**config.mk**
```make
export PLATFORM = sky130hd
export DESIGN_NAME = e1rxs_top
export DESIGN_NICKNAME = d
export VERILOG_FILES = /design/src/verilog/e1rxs_pkg.sv /design/src/verilog/e1rxs_bit_if.sv /design/src/verilog/e1rxs_ts16_mon.sv /design/src/verilog/e1rxs_top.sv
export SDC_FILE = /design/constraint.sdc
export NUM_CORES = 1
export LEC_CHECK = 0
export ABC_AREA = 1
export BUFFER_PORTS_ARGS = -buffer_cell sky130_fd_sc_hd__buf_2
export CAP_MARGIN = 0
export CORE_UTILIZATION = 30
export CTS_BUF_LIST = sky130_fd_sc_hd__clkbuf_8
export DETAILED_ROUTE_END_ITERATION = 10
export GPL_TIMING_DRIVEN = 1
export REMOVE_ABC_BUFFERS = 1
export SYNTH_ARGS = -nofsm -noshare
export SYNTH_HDL_FRONTEND = slang
export SYNTH_SLANG_ARGS = --single-unit
```
**constraint.sdc**
```tcl
create_clock -name clock -period 3.1 [get_ports clock]
set_input_delay 0.31 -clock clock [delete_from_list [all_inputs] [get_ports clock]]
set_output_delay 0.31 -clock clock [all_outputs]
set_load 0.02 [all_outputs]
```
**src/verilog/e1rxs_pkg.sv**
```systemverilog
// Constants shared by the E1 receive sync and alarm status block
`default_nettype none
package e1rxs_pkg;
  // ==========================================================
  // Register indexes (byte address is four times the index)
  localparam logic [7:0] IDX_SYNC  = 8'h09;
  localparam logic [7:0] IDX_ALARM = 8'h0a;
  localparam logic [7:0] IDX_MASK  = 8'h18;
  localparam logic [7:0] IDX_CTRL  = 8'h1a;
  localparam int         AW        = 12;

  // ==========================================================
  // Status and control bit positions
  localparam int B_SA1  = 7;
  localparam int B_DMA  = 6;
  localparam int B_SA0  = 5;
  localparam int B_SLIP = 4;
  localparam int B_UA1  = 3;
  localparam int B_RA   = 2;
  localparam int B_CL   = 1;
  localparam int B_LOS  = 0;
  localparam int B_CRC_EN = 0;
  localparam int B_LCL    = 1;

  // ==========================================================
  // Reset values
  localparam logic [7:0] MASK_RST = 8'h00;
  localparam logic [1:0] CTRL_RST = 2'h0;

  // ==========================================================
  // Frame positions
  localparam logic [4:0] TS_ALIGN = 5'h00;
  localparam logic [4:0] TS_SIG   = 5'h10;
  localparam logic [2:0] BP_RA    = 3'h2;
  localparam logic [2:0] BP_DMA   = 3'h5;
  localparam logic [2:0] BP_LAST  = 3'h7;
  localparam logic [3:0] FRM_0    = 4'h0;
  localparam logic [3:0] FRM_LAST = 4'hf;

  // ==========================================================
  // Alarm thresholds
  localparam logic [7:0]  SA1_ZMIN  = 8'h03;
  localparam logic [1:0]  RA_RUN    = 2'h3;
  localparam logic [8:0]  UA1_WLAST = 9'h1ff;
  localparam logic [1:0]  UA1_ZMIN  = 2'h3;
  localparam logic [11:0] CL_SHORT  = 12'h0ff;
  localparam logic [11:0] CL_LONG   = 12'h800;
  localparam logic [7:0]  CL_WLAST  = 8'hfe;
  localparam logic [5:0]  CL_ONES   = 6'h20;

  // Word-aligned address match for a register index
  function automatic logic reg_hit(input logic [AW-1:0] a,
                                   input logic [7:0] idx);
    reg_hit = (a[1:0] == 2'h0) && (a[AW-1:2] == {2'h0, idx});
  endfunction : reg_hit

  // Bit-time position match
  function automatic logic at_pos(input logic [4:0] ts,
                                  input logic [2:0] bp,
                                  input logic [4:0] ts_w,
                                  input logic [2:0] bp_w);
    at_pos = (ts == ts_w) && (bp == bp_w);
  endfunction : at_pos
endpackage : e1rxs_pkg
`default_nettype wire

```
**src/verilog/e1rxs_bit_if.sv**
```systemverilog
// Received bit stream and signaling alarm levels between block parts
`timescale 1ns/1ps
`default_nettype none
interface e1rxs_bit_if;
  logic       bit_en;
  logic       data_bit;
  logic [4:0] ts;
  logic [2:0] bpos;
  logic [3:0] frm;
  logic       sa1;
  logic       sa0;
  logic       dma;

  modport src (output bit_en, data_bit, ts, bpos, frm,
               input sa1, sa0, dma);
  modport mon (input bit_en, data_bit, ts, bpos, frm,
               output sa1, sa0, dma);
endinterface : e1rxs_bit_if
`default_nettype wire

```
**src/verilog/e1rxs_ts16_mon.sv**
```systemverilog
// Time slot 16 monitor: signaling all ones, all zeros, distant MF alarm
`timescale 1ns/1ps
`default_nettype none
module e1rxs_ts16_mon
  import e1rxs_pkg::*;
(
  input  wire logic clock,
  input  wire logic sys_rst,
  e1rxs_bit_if.mon  bi
);
  // ==========================================================
  // Position decode
  wire       in_sig  = bi.bit_en && (bi.ts == TS_SIG);
  wire       mf_end  = in_sig && (bi.frm == FRM_LAST) &&
                       (bi.bpos == BP_LAST);
  wire       dma_pos = bi.bit_en && (bi.frm == FRM_0) &&
                       at_pos(bi.ts, bi.bpos, TS_SIG, BP_DMA);
  wire [7:0] z_inc   = {7'h00, ~bi.data_bit};
  wire [7:0] o_inc   = {7'h00, bi.data_bit};

  logic [7:0] zeros_r;
  logic [7:0] ones_r;
  logic       sa1_r;
  logic       sa0_r;
  logic       dma_r;
  logic       dma_prev_r;

  wire [7:0] z_now = zeros_r + z_inc;
  wire [7:0] o_now = ones_r + o_inc;

  // ==========================================================
  // Multiframe zero and one counts
  always_ff @(posedge clock) begin
    if (sys_rst || mf_end) begin
      zeros_r <= 8'h00;
      ones_r  <= 8'h00;
    end else if (in_sig) begin
      zeros_r <= z_now;
      ones_r  <= o_now;
    end
  end

  // Alarm verdicts once per multiframe, also in CCS mode
  always_ff @(posedge clock) begin
    if (sys_rst) begin
      sa1_r <= 1'b0;
      sa0_r <= 1'b0;
    end else if (mf_end) begin
      sa1_r <= (z_now < SA1_ZMIN);
      sa0_r <= (o_now == 8'h00);
    end
  end

  // Two multiframes in a row agree before the alarm moves
  always_ff @(posedge clock) begin
    if (sys_rst) begin
      dma_r      <= 1'b0;
      dma_prev_r <= 1'b0;
    end else if (dma_pos) begin
      dma_prev_r <= bi.data_bit;
      if (bi.data_bit && dma_prev_r)
        dma_r <= 1'b1;
      else if (!bi.data_bit && !dma_prev_r)
        dma_r <= 1'b0;
    end
  end

  assign bi.sa1 = sa1_r;
  assign bi.sa0 = sa0_r;
  assign bi.dma = dma_r;
endmodule : e1rxs_ts16_mon
`default_nettype wire

```
**src/verilog/e1rxs_top.sv**
```systemverilog
// E1 receive synchronizer status, alarm detection and status registers
`timescale 1ns/1ps
`default_nettype none
module e1rxs_top
  import e1rxs_pkg::*;
(
  input  wire logic          clock,
  input  wire logic          sys_rst,
  input  wire logic [AW-1:0] paddr,
  input  wire logic          psel,
  input  wire logic          penable,
  input  wire logic          pwrite,
  input  wire logic [31:0]   pwdata,
  output logic      [31:0]   prdata,
  output logic               pready,
  output logic               pslverr,
  input  wire logic          rx_bit_en,
  input  wire logic          rx_positive_in,
  input  wire logic          rx_negative_in,
  input  wire logic          rx_data_bit,
  input  wire logic [4:0]    rx_ts_index,
  input  wire logic [2:0]    rx_bit_pos,
  input  wire logic [3:0]    rx_frame_index,
  input  wire logic          rx_frame_nonalign,
  input  wire logic          frame_align_hunting,
  input  wire logic          sig_multiframe_hunting,
  input  wire logic          crc_multiframe_hunting,
  input  wire logic          crc_mf_locked,
  input  wire logic          crc_search_timeout,
  input  wire logic          rx_in_sync,
  input  wire logic          es_frame_repeat,
  input  wire logic          es_frame_delete,
  input  wire logic          sig_change,
  output logic               crc_mode_enable,
  output logic               int_n
);
  // ==========================================================
  // Time slot 16 monitor
  e1rxs_bit_if bits ();

  assign bits.bit_en   = rx_bit_en;
  assign bits.data_bit = rx_data_bit;
  assign bits.ts       = rx_ts_index;
  assign bits.bpos     = rx_bit_pos;
  assign bits.frm      = rx_frame_index;

  e1rxs_ts16_mon u_ts16 (
    .clock   (clock),
    .sys_rst (sys_rst),
    .bi      (bits.mon)
  );

  // ==========================================================
  // Register bus decode
  logic [7:0] mask_r;
  logic [1:0] ctrl_r;
  logic [7:0] prdata_r;
  logic       slverr_r;

  wire setup    = psel && !penable;
  wire access   = psel && penable;
  wire hit_sync = reg_hit(paddr, IDX_SYNC);
  wire hit_alm  = reg_hit(paddr, IDX_ALARM);
  wire hit_mask = reg_hit(paddr, IDX_MASK);
  wire hit_ctrl = reg_hit(paddr, IDX_CTRL);
  wire hit_any  = hit_sync || hit_alm || hit_mask || hit_ctrl;
  wire wr_mask  = access && pwrite && hit_mask;
  wire wr_ctrl  = access && pwrite && hit_ctrl;
  wire rd_alm   = access && !pwrite && hit_alm;
  wire long_cl  = ctrl_r[B_LCL];

  assign crc_mode_enable = ctrl_r[B_CRC_EN];

  // ==========================================================
  // Resync counter
  logic [5:0] resync_r;
  logic [5:0] resync_nxt;

  always_comb begin
    resync_nxt = resync_r;
    if (!crc_mode_enable || crc_mf_locked)
      resync_nxt = 6'h00;
    else if (crc_search_timeout)
      resync_nxt = resync_r + 6'h01;
  end

  always_ff @(posedge clock) begin
    if (sys_rst)
      resync_r <= 6'h00;
    else
      resync_r <= resync_nxt;
  end

  // Live synchronizer view, nothing latched
  wire [7:0] sync_view = {resync_r[5:2], resync_r[0],
                          frame_align_hunting,
                          sig_multiframe_hunting,
                          crc_multiframe_hunting};

  // ==========================================================
  // Unframed all ones over 512-bit windows
  logic [8:0] ua_win_r;
  logic [1:0] ua_zero_r;
  logic       ua1_r;

  wire ua_end  = rx_bit_en && (ua_win_r == UA1_WLAST);
  wire ua_zsat = (ua_zero_r == UA1_ZMIN);
  wire [1:0] ua_znow = ua_zsat ? ua_zero_r :
                       ua_zero_r + {1'b0, ~rx_data_bit};

  always_ff @(posedge clock) begin
    if (sys_rst) begin
      ua_win_r  <= 9'h000;
      ua_zero_r <= 2'h0;
    end else if (rx_bit_en) begin
      ua_win_r  <= ua_win_r + 9'h001;
      ua_zero_r <= ua_end ? 2'h0 : ua_znow;
    end
  end

  always_ff @(posedge clock) begin
    if (sys_rst)
      ua1_r <= 1'b0;
    else if (ua_end)
      ua1_r <= (ua_znow < UA1_ZMIN);
  end

  // ==========================================================
  // Remote alarm from nonalign frame bit 3
  logic [1:0] ra_ones_r;
  logic [1:0] ra_zeros_r;
  logic       ra_r;

  wire ra_pos = rx_bit_en && rx_frame_nonalign &&
                at_pos(rx_ts_index, rx_bit_pos, TS_ALIGN, BP_RA);
  wire [1:0] ra_o_nxt = (ra_ones_r == RA_RUN) ? RA_RUN :
                        ra_ones_r + 2'h1;
  wire [1:0] ra_z_nxt = (ra_zeros_r == RA_RUN) ? RA_RUN :
                        ra_zeros_r + 2'h1;

  always_ff @(posedge clock) begin
    if (sys_rst) begin
      ra_ones_r  <= 2'h0;
      ra_zeros_r <= 2'h0;
    end else if (ra_pos) begin
      ra_ones_r  <= rx_data_bit ? ra_o_nxt : 2'h0;
      ra_zeros_r <= rx_data_bit ? 2'h0 : ra_z_nxt;
    end
  end

  always_ff @(posedge clock) begin
    if (sys_rst)
      ra_r <= 1'b0;
    else if (ra_ones_r == RA_RUN)
      ra_r <= 1'b1;
    else if (ra_zeros_r == RA_RUN)
      ra_r <= 1'b0;
  end

  // ==========================================================
  // Carrier loss from line pulses
  logic [11:0] cl_run_r;
  logic [7:0]  cl_win_r;
  logic [5:0]  cl_ones_r;
  logic        cl_r;

  wire        line_one = rx_positive_in || rx_negative_in;
  wire [11:0] cl_limit = long_cl ? CL_LONG : CL_SHORT;
  wire        cl_hit   = rx_bit_en && !line_one &&
                         (cl_run_r + 12'h001 >= cl_limit);
  wire        cl_wend  = rx_bit_en && (cl_win_r == CL_WLAST);
  wire        cl_osat  = (cl_ones_r == CL_ONES);
  wire [5:0]  cl_onow  = (cl_osat || !line_one) ? cl_ones_r :
                         cl_ones_r + 6'h01;

  always_ff @(posedge clock) begin
    if (sys_rst)
      cl_run_r <= 12'h000;
    else if (rx_bit_en && line_one)
      cl_run_r <= 12'h000;
    else if (rx_bit_en && (cl_run_r != CL_LONG))
      cl_run_r <= cl_run_r + 12'h001;
  end

  always_ff @(posedge clock) begin
    if (sys_rst) begin
      cl_win_r  <= 8'h00;
      cl_ones_r <= 6'h00;
    end else if (rx_bit_en) begin
      cl_win_r  <= cl_wend ? 8'h00 : cl_win_r + 8'h01;
      cl_ones_r <= cl_wend ? 6'h00 : cl_onow;
    end
  end

  always_ff @(posedge clock) begin
    if (sys_rst)
      cl_r <= 1'b0;
    else if (cl_hit)
      cl_r <= 1'b1;
    else if (cl_wend && (cl_onow >= CL_ONES))
      cl_r <= 1'b0;
  end

  // ==========================================================
  // Status bits and pending flags
  logic [7:0] lvl_d_r;
  logic [7:0] ev_r;
  logic [7:0] pend_r;

  wire [7:0] lvl;
  wire [7:0] ev_set;
  wire [7:0] trig;
  wire [7:0] alm_view;

  assign lvl[B_SA1]  = bits.sa1;
  assign lvl[B_DMA]  = bits.dma;
  assign lvl[B_SA0]  = bits.sa0;
  assign lvl[B_SLIP] = 1'b0;
  assign lvl[B_UA1]  = ua1_r;
  assign lvl[B_RA]   = ra_r;
  assign lvl[B_CL]   = cl_r;
  assign lvl[B_LOS]  = !rx_in_sync;

  wire [7:0] lvl_rise = lvl & ~lvl_d_r;

  // Signaling all ones and all zeros fire on detection and on each signaling change, DMA on detection only; slips on each one
  assign ev_set[B_SA1]  = lvl_rise[B_SA1] || sig_change;
  assign ev_set[B_DMA]  = lvl_rise[B_DMA];
  assign ev_set[B_SA0]  = lvl_rise[B_SA0] || sig_change;
  assign ev_set[B_SLIP] = es_frame_repeat ||
                          es_frame_delete;
  assign ev_set[3:0]    = 4'h0;

  // Alarm bits trigger on either edge, event bits on the event
  assign trig = {ev_set[7:4],
                 lvl[3:0] ^ lvl_d_r[3:0]};

  assign alm_view = {ev_r[7:4] | lvl[7:4], lvl[3:0]};

  always_ff @(posedge clock) begin
    if (sys_rst)
      lvl_d_r <= 8'h00;
    else
      lvl_d_r <= lvl;
  end

  // ==========================================================
  // Read release: only flags already set when the data was taken
  // A change that lands on the setup edge stays pending for the next read
  logic [7:0] seen_r;
  wire  [7:0] rd_clr = {8{rd_alm}} & seen_r;

  always_ff @(posedge clock) begin
    if (sys_rst) begin
      seen_r <= 8'h00;
    end else if (setup) begin
      seen_r <= pend_r;
    end
  end

  // Set wins over a read clear in the same cycle
  genvar gi;
  generate
    for (gi = 0; gi < 8; gi++) begin : g_flag
      always_ff @(posedge clock) begin
        if (sys_rst) begin
          ev_r[gi]   <= 1'b0;
          pend_r[gi] <= 1'b0;
        end else begin
          ev_r[gi]   <= ev_set[gi] ||
                        (ev_r[gi] && !rd_clr[gi]);
          pend_r[gi] <= trig[gi] ||
                        (pend_r[gi] && !rd_clr[gi]);
        end
      end
    end
  endgenerate

  assign int_n = ~|(pend_r & mask_r);

  // ==========================================================
  // Writable registers
  always_ff @(posedge clock) begin
    if (sys_rst)
      mask_r <= MASK_RST;
    else if (wr_mask)
      mask_r <= pwdata[7:0];
  end

  always_ff @(posedge clock) begin
    if (sys_rst)
      ctrl_r <= CTRL_RST;
    else if (wr_ctrl)
      ctrl_r <= pwdata[1:0];
  end

  // ==========================================================
  // Read data captured in the setup cycle
  wire [7:0] rd_mux = hit_sync ? sync_view :
                      hit_alm  ? alm_view :
                      hit_mask ? mask_r :
                      hit_ctrl ? {6'h00, ctrl_r} : 8'h00;

  always_ff @(posedge clock) begin
    if (sys_rst) begin
      prdata_r <= 8'h00;
      slverr_r <= 1'b0;
    end else if (setup) begin
      prdata_r <= rd_mux;
      slverr_r <= !hit_any;
    end
  end

  assign prdata  = {24'h000000, prdata_r};
  assign pready  = 1'b1;
  assign pslverr = access && slverr_r;
endmodule : e1rxs_top
`default_nettype wire

```
==> summary.md, run 1 <==
| Metric | Value |
|---|---|
| Area of the multi-input gates | 3010 um2 |
| TritonCTS clock tree | done |
| Post-CTS Setup Bufs | 0 |
| Register-to-register setup slack | 0.82 ns |
| Via count | 5130 |
| Final hold violation count | 0 |
| Largest net degree at the start of global routing | 32 |
| Kind of critical path | flip-flop to flip-flop |
| I/O pins | 111 |
| Combinational share of power | 7.5% |
| DP Cell Count | 1133 |
| Internal power | 2400 uW |
| Most frequent cells in the layout | 143 x nand2_1, 116 x dfxtp_1, 106 x inv_1 |
| Antenna violations before repair | 1 |
| Post-synthesis mux area share | 0.168% |
| Filler instances | 2069 |
| Slew Limit Fails | 0 |
| CTS root buf | clkbuf_8 |
| Antenna-violating nets left | 0 |
| RSZ-0062 raised after global routing | no |
| Starting density of the core | 30.5% |
| Overflow after GRT | 0 |
| Tcrit/Tclk final | 73.6% |
| Die X | 143 um |
| PD cells | 467 nW/um2 |
| # H-tree levels | 4 |
| Synth top area cells | dfxtp_1 39%, nand2_1 9.0%, a21oi_1 7.2% |
| Reg power frac | 48.5% |
| Area Growth Syn to Fin | 14.6% |
| Hold/Removal Path Class | input port to flip-flop |
| FF-to-FF End | cl_r$_SDFFE_PP0P_ |
| Worst Hold Launch | rx_in_sync |
| CTS Buf Count | 17 |
| Final Setup Violations | 0 |
| Core area | 19500 um2 |
| CTS max path bufs | 2 |
| # rows | 51 |
| Cells after Synth | 824 |
| Worst VDD drop | 0.000218 V |
| Main combinational cell family by area after synthesis | simple AND/OR/NAND/NOR gates |
| Clock sinks | 116 |
| Syn. warnings | 0 |
| Clock slew seen by the registers of the worst setup and hold paths | 0.07 ns |
| Sw Share | 24.6% |
| Initial DRC count | 352 |
| Dpl hpwl | 9460 um |
| Post-DR vias/cell | 4.41 |
| Synth Area in Simple Gates | 24.7% |
| RR Startpoint | cl_run_r[2]$_SDFFE_PP0P_ |
| Hold Path Sink | lvl_d_r[0]$_SDFF_PP0_ |
| Vias in the first global route | 4663 |
| Die ar. | 20400 um2 |
| Later-pin clock latency in the skew report | 0.44 ns |
| Post-route minimum period | 2.28 ns |
| Crit path required time | 3.43 ns |
| Net Switching | 781 uW |
| Worst Hold Path Cells | 2 |
| Share of layout cells above drive strength 1 | 13.2% |
| Total GRT Usage | 13.5% |
| Post-synthesis instance area | 5940 um2 |
| # DRC | 0 |
| Asr flop ratio synth | 0% |
| Hold_buf cts | 0 |
| Fin Setup TNS | 0 ns |
| Post-Synth Adder-Cell Area | 5.05% |
| Run status | finished, final reports clean |
| Seq cells post-synth | 116 |
| Max-cap violations | 0 |
| Worst Tran Pin Value | 0.670 ns |
| WP data arrival | 2.61 ns |
| Final Skew | 0.0171 ns |
| GPL Wtd Cong | 0.803 |
| Post-CTS Resized | 0 |
| Startpoint types | flip-flop |
| XOR/XNOR share of the synthesized area | 3.98% |
| Drt pass-1 iters | 5 |
| Max Fclk | 439 MHz |
| Max transition margin | 55.2% |
| Clock group share of total power | 43.9% |
| Commonest non-fill, non-tap cell in the layout | nand2_1 |
| WL final | 12900 um |
| Worst hold margin | 0.127 ns |
| Most used flip-flop cell after synthesis | dfxtp_1 |
| Peak fanout along the critical path | 8 |
| # nets final | 986 |
| First-pass GRT wire length | 21800 um |
| IO buf count | 61 |
| Synth unique cells | 43 |
| R2R depth | 15 |
| Cell taking the most area after synthesis | dfxtp_1 |
| Synth Area in Compound Gates | 15.2% |
| Post-synth EDFFs | 0 |
| Seq/Total Area, Yosys | 39.1% |
| Leakage | 0.00285 uW |
| Reg area | 2320 um2 |
| # diodes | 0 |
| DIE HEIGHT | 143 um |
| Syn Area/Cell | 7.21 um2 |
| Top cell type's share of synthesized area | 39.1% |
| Worst setup EP type | flip-flop |
| Finished Layout Cells | 1164 |
| Wire per inst | 11.1 um |
==> synthesized netlist by cell type, types with 2 or more instances <==
library cell    n
conb_1          2
a31oi_1         3
xnor2_1         7
or2_2           6
clkinv_1        2
o22ai_1         2
inv_1         102
nand2_2         2
nor2_4          4
buf_2           5
buf_4          27
xor2_1         20
nand2_1       143
nor3_1         16
buf_6           2
dfxtp_1       116
nor4_1          4
o21ai_0        73
nand2_4         2
a211oi_1        4
inv_2           2
nor3_2          3
nand4_1        12
clkbuf_1       12
nor3b_1         3
a21oi_1        85
nor2_1         89
ha_1           24
nand3_1        38
==> cell type report <==
| type | count | share of cell area, % |
|---|---|---|
| clock buffers | 18 | 3.64 |
| clock inverters | 13 | 2.13 |
| inverters | 106 | 5.84 |
| multi-input cells | 578 | 44.2 |
| flip-flops and latches | 116 | 34.1 |
| well taps | 265 | 4.87 |
| repair buffers | 68 | 5.25 |
==> layer usage <==
metal | vias up | routed length, um | global-route usage, %
li1 | 2750 | - | -
met1 | 2272 | 6500 | 17.4
met2 | 92 | 5710 | 21.6
met3 | 14 | 487 | 2.92
met4 | 2 | 192 | 6.11
met5 | - | 13 | 0
==> cell families (layout without fill, tap and decap cells) <==
family	count (synthesis)	after routing
xor gates and xnor gates	27	27
adders and majority gates	24	24
muxes	1	1
other	2	25
and+or+nand+nor	328	328
DFF	116	116
buffers and inverters	153	205
AOI/OAI and AO/OA	173	173
==> critical path, cell delays in order, from the launching register on <==
cell and delay (ns):
dfxtp_1 0.52, nand2_1 0.11, nor3_2 0.19, a21oi_1 0.10, a31oi_1 0.25, ha_1 0.29, nand2_1 0.08, o21ai_0 0.10
nor2_1 0.11, nand2_1 0.05, nor2_1 0.13, nand2_1 0.07, nand2_1 0.05, nand2_1 0.04, nand2_1 0.05, nand2_1 0.04
==> power by group through the flow <==
stage               Sequential (uW)  Clock (uW)  Combinational (uW)
floorplan                      1580           0                 137
global placement               1580           0                 237
detailed placement             1580           0                 240
CTS                            1540        1440                 241
global route                   1550        1510                 274
finish                         1540        1400                 239
==> how the worst max path moves through the flow <==
stage                              from                end  slack [ns]  cells after the start
6_report       cl_run_r[2]$_SDFFE_PP0P_  cl_r$_SDFFE_PP0P_        0.82                     15
4_1_cts        cl_run_r[2]$_SDFFE_PP0P_  cl_r$_SDFFE_PP0P_        0.81                     15
2_1_floorplan  cl_run_r[2]$_SDFFE_PP0P_  cl_r$_SDFFE_PP0P_        1.18                     15
3_5_place_dp   cl_run_r[2]$_SDFFE_PP0P_  cl_r$_SDFFE_PP0P_        0.82                     15
5_1_grt        cl_run_r[2]$_SDFFE_PP0P_  cl_r$_SDFFE_PP0P_        0.51                     15
3_3_place_gp   cl_run_r[2]$_SDFFE_PP0P_  cl_r$_SDFFE_PP0P_        0.81                     15
==> registers in the layout, summed over array words and instances (netlist names), 8 cells and up <==
register / flops
pend_r: 8
mask_r: 8
prdata_r: 8
cl_run_r: 12
ua_win_r: 9
cl_win_r: 8
u_ts16.ones_r: 8
seen_r: 8
u_ts16.zeros_r: 8
==> per-stage QoR <==
step / cell area (um2) / util [%] / setup slack, ns / total power [uW]
finish: 6810 / 35.0 / 0.820 / 3180
global route: 6810 / 35.0 / 0.506 / 3330
CTS: 6810 / 35.0 / 0.808 / 3220
detailed placement: 6420 / 33.0 / 0.822 / 1820
global placement: 6420 / 33.0 / 0.805 / 1810
floorplan: 5730 / - / 1.18 / 1720
No activity file was read; power rests on OpenSTA's default activity.
==> inputs of run 2 (changes only) <==
clock period = 1.9 ns   (was 3.1 ns; I/O delays follow)
==> run 2 against run 1 <==
Against the previous run:
- clock skew shrank 0.0024 ns
- first-iteration DRC count shrank 30%
- clock power grew 64%
- worst hold slack lost 0.11 ns
- largest cell class unchanged
- final cell count grew 2.8%
- sequential power grew 63%
- the flow now finishes with violations (setup timing)
- die area is the same
- register-to-register slack lost 0.90 ns
- sequential share of layout area shrank 1.3 points
- routed wire length grew 5.3%
==> summary.md, run 2 (synthesis gave the netlist of run 1 again) <==
| Metric | Value |
|---|---|
| Reg with most FFs | cl_run_r |
| # DRC | 0 |
| R2R depth | 15 |
| Slew Limit Fails | 0 |
| Internal power | 3840 uW |
| Via count | 5217 |
| Regs by FF count | cl_run_r: 12 flops, ua_win_r: 9 flops |
| Failing checks | setup timing |
| TritonCTS clock tree | done |
| Crit-path most repeated cell | nand2_1 |
| Worst hold margin | 0.0149 ns |
| Die X | 143 um |
| Post-route minimum period | 1.98 ns |
| Starting density of the core | 30.5% |
| Clock slew seen by the registers of the worst setup and hold paths | 0.08 ns |
| Fin worst setup slack | -0.0818 ns |
| DIE HEIGHT | 143 um |
| Antenna violations before repair | 1 |
| Fin util | 36.6% |
| Filler instances | 2069 |
| Wire per inst | 11.3 um |
| Peak fanout along the critical path | 3 |
| Later-pin clock latency in the skew report | 0.45 ns |
| Slowest stage delay, CP | 0.38 ns |
| Clock group share of total power | 43.9% |
| Buf+Inv Stages, Crit Path | 0 |
| Overflow after GRT | 0 |
| Hold Path Sink | ev_r[4]$_SDFF_PP0_ |
| Pwr Total | 5220 uW |
| I/O pins | 111 |
| Global routing usage on met3 | 4.36% |
| PD cells | 733 nW/um2 |
| Final hold violation count | 0 |
| Clock sinks | 116 |
| Reg power frac | 48.1% |
| Share of layout cells above drive strength 1 | 18.3% |
| Grt peak-use layer | met2 |
| Hold/Removal Path Class | input port to flip-flop |
| Drt pass-1 iters | 4 |
| Crit path required time | 2.24 ns |
| Reg area | 2340 um2 |
| Antenna-violating nets left | 0 |
| Met2 GRT Util | 23.0% |
| Register-to-register setup slack | -0.08 ns |
| Final Skew | 0.0147 ns |
| Max FFs per register | 12 |
| RSZ-0062 raised after global routing | yes |
| Final Setup Violations | 1 |
| Largest net degree at the start of global routing | 37 |
| Worst path cell trace | nand2_2, nor3_2, a21oi_1, a31oi_1, ha_1, nand2_2, o21ai_2, nor2_1, nand2_1, nor2_1, nand2_1, nand2_1, nand2_1, nand2_1, nand2_1 |
| Worst setup EP type | flip-flop |
| # H-tree levels | 4 |
| Area Growth Syn to Fin | 20.0% |
| Die ar. | 20400 um2 |
| CTS Buf Count | 17 |
| Max-cap violations | 0 |
| # nets final | 1018 |
| Initial DRC count | 247 |
| Kind of critical path | flip-flop to flip-flop |
| Total GRT Usage | 14.1% |
| Core area | 19500 um2 |
| Commonest non-fill, non-tap cell in the layout | nand2_1 |
| CTS root buf | clkbuf_8 |
| Sw Share | 26.5% |
| Dpl hpwl | 9980 um |
| Post-DR vias/cell | 4.36 |
| # rows | 51 |
| GPL Wtd Cong | 0.819 |
| Worst VDD drop | 0.000274 V |
| DP Cell Count | 1158 |
| CTS max path bufs | 2 |
| First-pass GRT wire length | 22500 um |
| Tcrit/Tclk final | 104% |
| RR Startpoint | cl_run_r[2]$_SDFFE_PP0P_ |
| Most frequent cells in the layout | 141 x nand2_1, 110 x dfxtp_1, 101 x inv_1 |
| Worst Hold Launch | es_frame_repeat |
| # diodes | 0 |
| WL final | 13600 um |
| GRT met1 Usage | 17.3% |
| FF-to-FF End | cl_r$_SDFFE_PP0P_ |
| Area of the multi-input gates | 3050 um2 |
| Worst path depth | 15 |
| Max Fclk | 505 MHz |
| Vias in the first global route | 4871 |
| Startpoint types | flip-flop |
| Worst Hold Path Cells | 3 |
| Leakage | 0.00301 uW |
| Finished Layout Cells | 1197 |
| Crit-path leading delay family | simple AND/OR/NAND/NOR gates |
| Net Switching | 1390 uW |
| Combinational share of power | 8.0% |
| WP data arrival | 2.32 ns |
| IO buf count | 61 |
| Run status | finished with violations |
| Slowest CP cell | dfxtp_4 |
| Fin Setup TNS | -0.0818 ns |
## run 2: cell types whose count changed in the layout (fill, tap and decap cells not counted), moves of 3 or more
cell / change
dfxtp_1: -6
clkinv_4: +3
buf_4: +30
inv_1: -5
dfxtp_2: +3
dfxtp_4: +3
## run 2: timing repair
action / in CTS / in global routing
setup buffers: 1 / 5
hold endpoints to repair: 1 / 0
gates resized for setup: 12 / 8
gates cloned: 0 / 0
pin swaps: 2 / 8
endpoints found under the setup margin: 1 / 1
hold buffers: 1 / 0
## run 2: worst min-delay path, delay by kind of cell
family | cells | cell delay [ns]
compound gates | 1 | 0.12
buf+inv | 1 | 0.07
simple gates | 1 | 0.04
## run 2: final cells by class
cell class	instances	share of cell area (%)
Clock buffer	18	3.47
Clock inverter	14	2.16
Inverter	106	5.58
Multi-Input combinational cell	578	42.8
Sequential cell	116	32.8
Tap cell	265	4.65
Timing Repair Buffer	100	8.60
## run 2: worst max-delay path by stage
| stage | start | slack, ns | endpoint |
|---|---|---|---|
| 3_5_place_dp | cl_run_r[1]$_SDFFE_PP0P_ | -0.16 | cl_r$_SDFFE_PP0P_ |
| 6_report | cl_run_r[2]$_SDFFE_PP0P_ | -0.08 | cl_r$_SDFFE_PP0P_ |
| 3_3_place_gp | cl_run_r[1]$_SDFFE_PP0P_ | -0.1 | cl_r$_SDFFE_PP0P_ |
| 5_1_grt | cl_run_r[3]$_SDFFE_PP0P_ | -0.37 | cl_r$_SDFFE_PP0P_ |
| 2_1_floorplan | cl_run_r[2]$_SDFFE_PP0P_ | -0.02 | cl_r$_SDFFE_PP0P_ |
| 4_1_cts | cl_run_r[1]$_SDFFE_PP0P_ | -0.04 | cl_r$_SDFFE_PP0P_ |
## run 2: power by group through the flow
| stage | clock network, uW | logic (uW) | registers, uW |
|---|---|---|---|
| finish | 2290 | 419 | 2510 |
| global route | 2480 | 475 | 2520 |
| CTS | 2350 | 419 | 2510 |
| detailed placement | 0 | 414 | 2570 |
| global placement | 0 | 411 | 2570 |
| floorplan | 0 | 224 | 2580 |
## run 2: through the flow
| stage | setup WS [ns] | instance area [um2] |
|---|---|---|
| final | -0.0818 | 7130 |
| after global routing | -0.372 | 7130 |
| after detailed placement | -0.155 | 6620 |
| after global placement | -0.0962 | 6620 |
| after CTS | -0.0435 | 7070 |
| after floorplan | -0.0230 | 5730 |
## run 2: layer usage
metal	up-vias	wire length, um
met1	2286	6650
li1	2821	-
met2	91	6150
met5	-	17
met3	17	581
met4	2	180
==> inputs of run 3 (changes only) <==
REMOVE_ABC_BUFFERS = unset   (was 1)
==> run 3 against run 2 <==
Against the previous run:
- the run still ends with setup timing left
- register-to-register slack gained 0.02 ns
- flip-flop and latch count is the same
- clock-buffer cell count rose by 3
- total power fell by 3.0%
- worst setup slack improved by 0.023 ns
- sequential share of layout area rose by 0.27 points
- final cell count about the same
- critical path depth down 2
- first-iteration DRC count down 9.7%
- core utilization down 0.26 points
- critical path type unchanged
- critical endpoint unchanged
- highest routed layer is now met4
==> summary.md, run 3 (synthesis gave the netlist of run 1 again) <==
| Metric | Value |
|---|---|
| Largest net degree at the start of global routing | 28 |
| Leakage | 0.00299 uW |
| Clock slew seen by the registers of the worst setup and hold paths | 0.07 ns |
| FF-to-FF End | cl_r$_SDFFE_PP0P_ |
| # H-tree levels | 4 |
| Final Skew | 0.0101 ns |
| Peak fanout along the critical path | 4 |
| Post-DR vias/cell | 4.42 |
| Post-DP Area | 6600 um2 |
| Failing checks | setup timing |
| # diodes | 0 |
| Wire per inst | 11.0 um |
| TritonCTS clock tree | done |
| Via count | 5289 |
| Sw Share | 25.5% |
| Initial DRC count | 223 |
| PD cells | 716 nW/um2 |
| Total GRT Usage | 13.6% |
| CTS max path bufs | 2 |
| Internal power | 3770 uW |
| Die ar. | 20400 um2 |
| Hold/Removal Path Class | input port to flip-flop |
| Worst setup path start | cl_run_r[0]$_SDFFE_PP0P_ |
| Die X | 143 um |
| # nets final | 1017 |
| Worst Tran Pin Value | 0.500 ns |
| RSZ-0062 raised after global routing | yes |
| Worst Hold Path Cells | 4 |
| Antenna violations before repair | 0 |
| Commonest non-fill, non-tap cell in the layout | nand2_1 |
| Tcrit/Tclk final | 103% |
| Critical Path End | cl_r$_SDFFE_PP0P_ |
| Run status | finished with violations |
| I/O pins | 111 |
| Final Setup Violations | 1 |
| Slew Limit Fails | 0 |
| Pwr Total | 5070 uW |
| Regs by FF count | cl_run_r: 12 flops, ua_win_r: 9 flops |
| Post-route minimum period | 1.96 ns |
| CTS root buf | clkbuf_8 |
| Clock group share of total power | 42.3% |
| Startpoint types | flip-flop |
| Register-to-register setup slack | -0.06 ns |
| Crit path required time | 2.24 ns |
| Area Growth Syn to Fin | 19.1% |
| WL final | 13200 um |
| Overflow after GRT | 0 |
| Drt pass-1 iters | 4 |
| Share of layout cells above drive strength 1 | 17.7% |
| Fin Setup TNS | -0.0588 ns |
| Most frequent cells in the layout | 142 x nand2_1, 110 x dfxtp_1, 104 x inv_1 |
| Max-cap violations | 0 |
| Dpl ws | -0.107 ns |
| Starting density of the core | 30.5% |
| IO buf count | 61 |
| Kind of critical path | flip-flop to flip-flop |
| Worst Hold Launch | crc_mf_locked |
| Combinational share of power | 8.1% |
| # rows | 51 |
| Fin worst setup slack | -0.0588 ns |
| CTS Buf Count | 17 |
| Net Switching | 1290 uW |
| Reg power frac | 49.6% |
| Antenna-violating nets left | 0 |
| R2R depth | 13 |
| RR Startpoint | cl_run_r[0]$_SDFFE_PP0P_ |
| GPL Wtd Cong | 0.824 |
| DIE HEIGHT | 143 um |
| WP data arrival | 2.29 ns |
| Worst setup EP type | flip-flop |
| First-pass GRT wire length | 21900 um |
| Dpl hpwl | 9770 um |
| Max Fclk | 511 MHz |
| Reg with most FFs | cl_run_r |
| Core area | 19500 um2 |
| Clock sinks | 116 |
| Max transition margin | 66.3% |
| Max FFs per register | 12 |
| Final instance area | 7080 um2 |
| # DRC | 0 |
| Later-pin clock latency in the skew report | 0.44 ns |
| Worst VDD drop | 0.000338 V |
| Final hold violation count | 0 |
| Vias in the first global route | 4765 |
-- run 3: critical path, cell delays in order (launching register included) --
cell and delay (ns):
dfxtp_2 0.34, inv_1 0.08, nor2_4 0.18, buf_4 0.14
buf_4 0.09, buf_4 0.10, nand4_1 0.09, nor2_1 0.13
xor2_1 0.23, ha_1 0.27, nand2_1 0.06, nand2_1 0.04
nand2_1 0.05, nand2_1 0.04
-- run 3: layer usage --
layer,GRT usage (%),share of wire (%)
met1,18.0,51
met2,21.2,43
met3,3.39,4.6
met4,5.04,1.5
met5,0,0
-- run 3: worst min-delay path by stage --
| stage | slack, ns | to |
|---|---|---|
| after floorplan | 0.26 | lvl_d_r[0]$_SDFF_PP0_ |
| after global placement | 0.42 | lvl_d_r[0]$_SDFF_PP0_ |
| after detailed placement | 0.43 | lvl_d_r[0]$_SDFF_PP0_ |
| after CTS | 0.02 | resync_r[3]$_SDFFE_PP0P_ |
| after global routing | 0.04 | mask_r[0]$_SDFFE_PP0P_ |
| final | 0.04 | resync_r[3]$_SDFFE_PP0P_ |
-- run 3: final cells by class --
type,count,area [um2]
fillers,2085,12400
inverters,106,398
clock buffers,21,289
flip-flops and latches,116,2340
multi-input cells,578,3040
clock inverters,11,86.3
well taps,265,332
repair buffers,99,593
-- run 3: per-stage QoR --
stage               util (%)  instances  hold WS (ns)
floorplan                  -        847         0.262
global placement        33.9       1157         0.422
detailed placement      33.9       1157         0.426
CTS                     36.1       1193        0.0236
global route            36.4       1196        0.0436
finish                  36.4       1196        0.0354
-- run 3: power groups by stage --
stage | Clock [uW] | Combinational (uW) | Sequential [uW]
after floorplan | 0 | 286 | 2580
after global placement | 0 | 405 | 2570
after detailed placement | 0 | 408 | 2570
after CTS | 2200 | 413 | 2520
after global routing | 2310 | 471 | 2520
final | 2140 | 409 | 2510
-- run 3: timing repair --
item                                    4_1_cts  5_1_grt
hold endpoints to repair                      1        0
hold buffers                                  1        0
pin swaps                                     6        5
setup buffers                                 3        3
endpoints found under the setup margin        1        1
gates resized for setup                      11        8
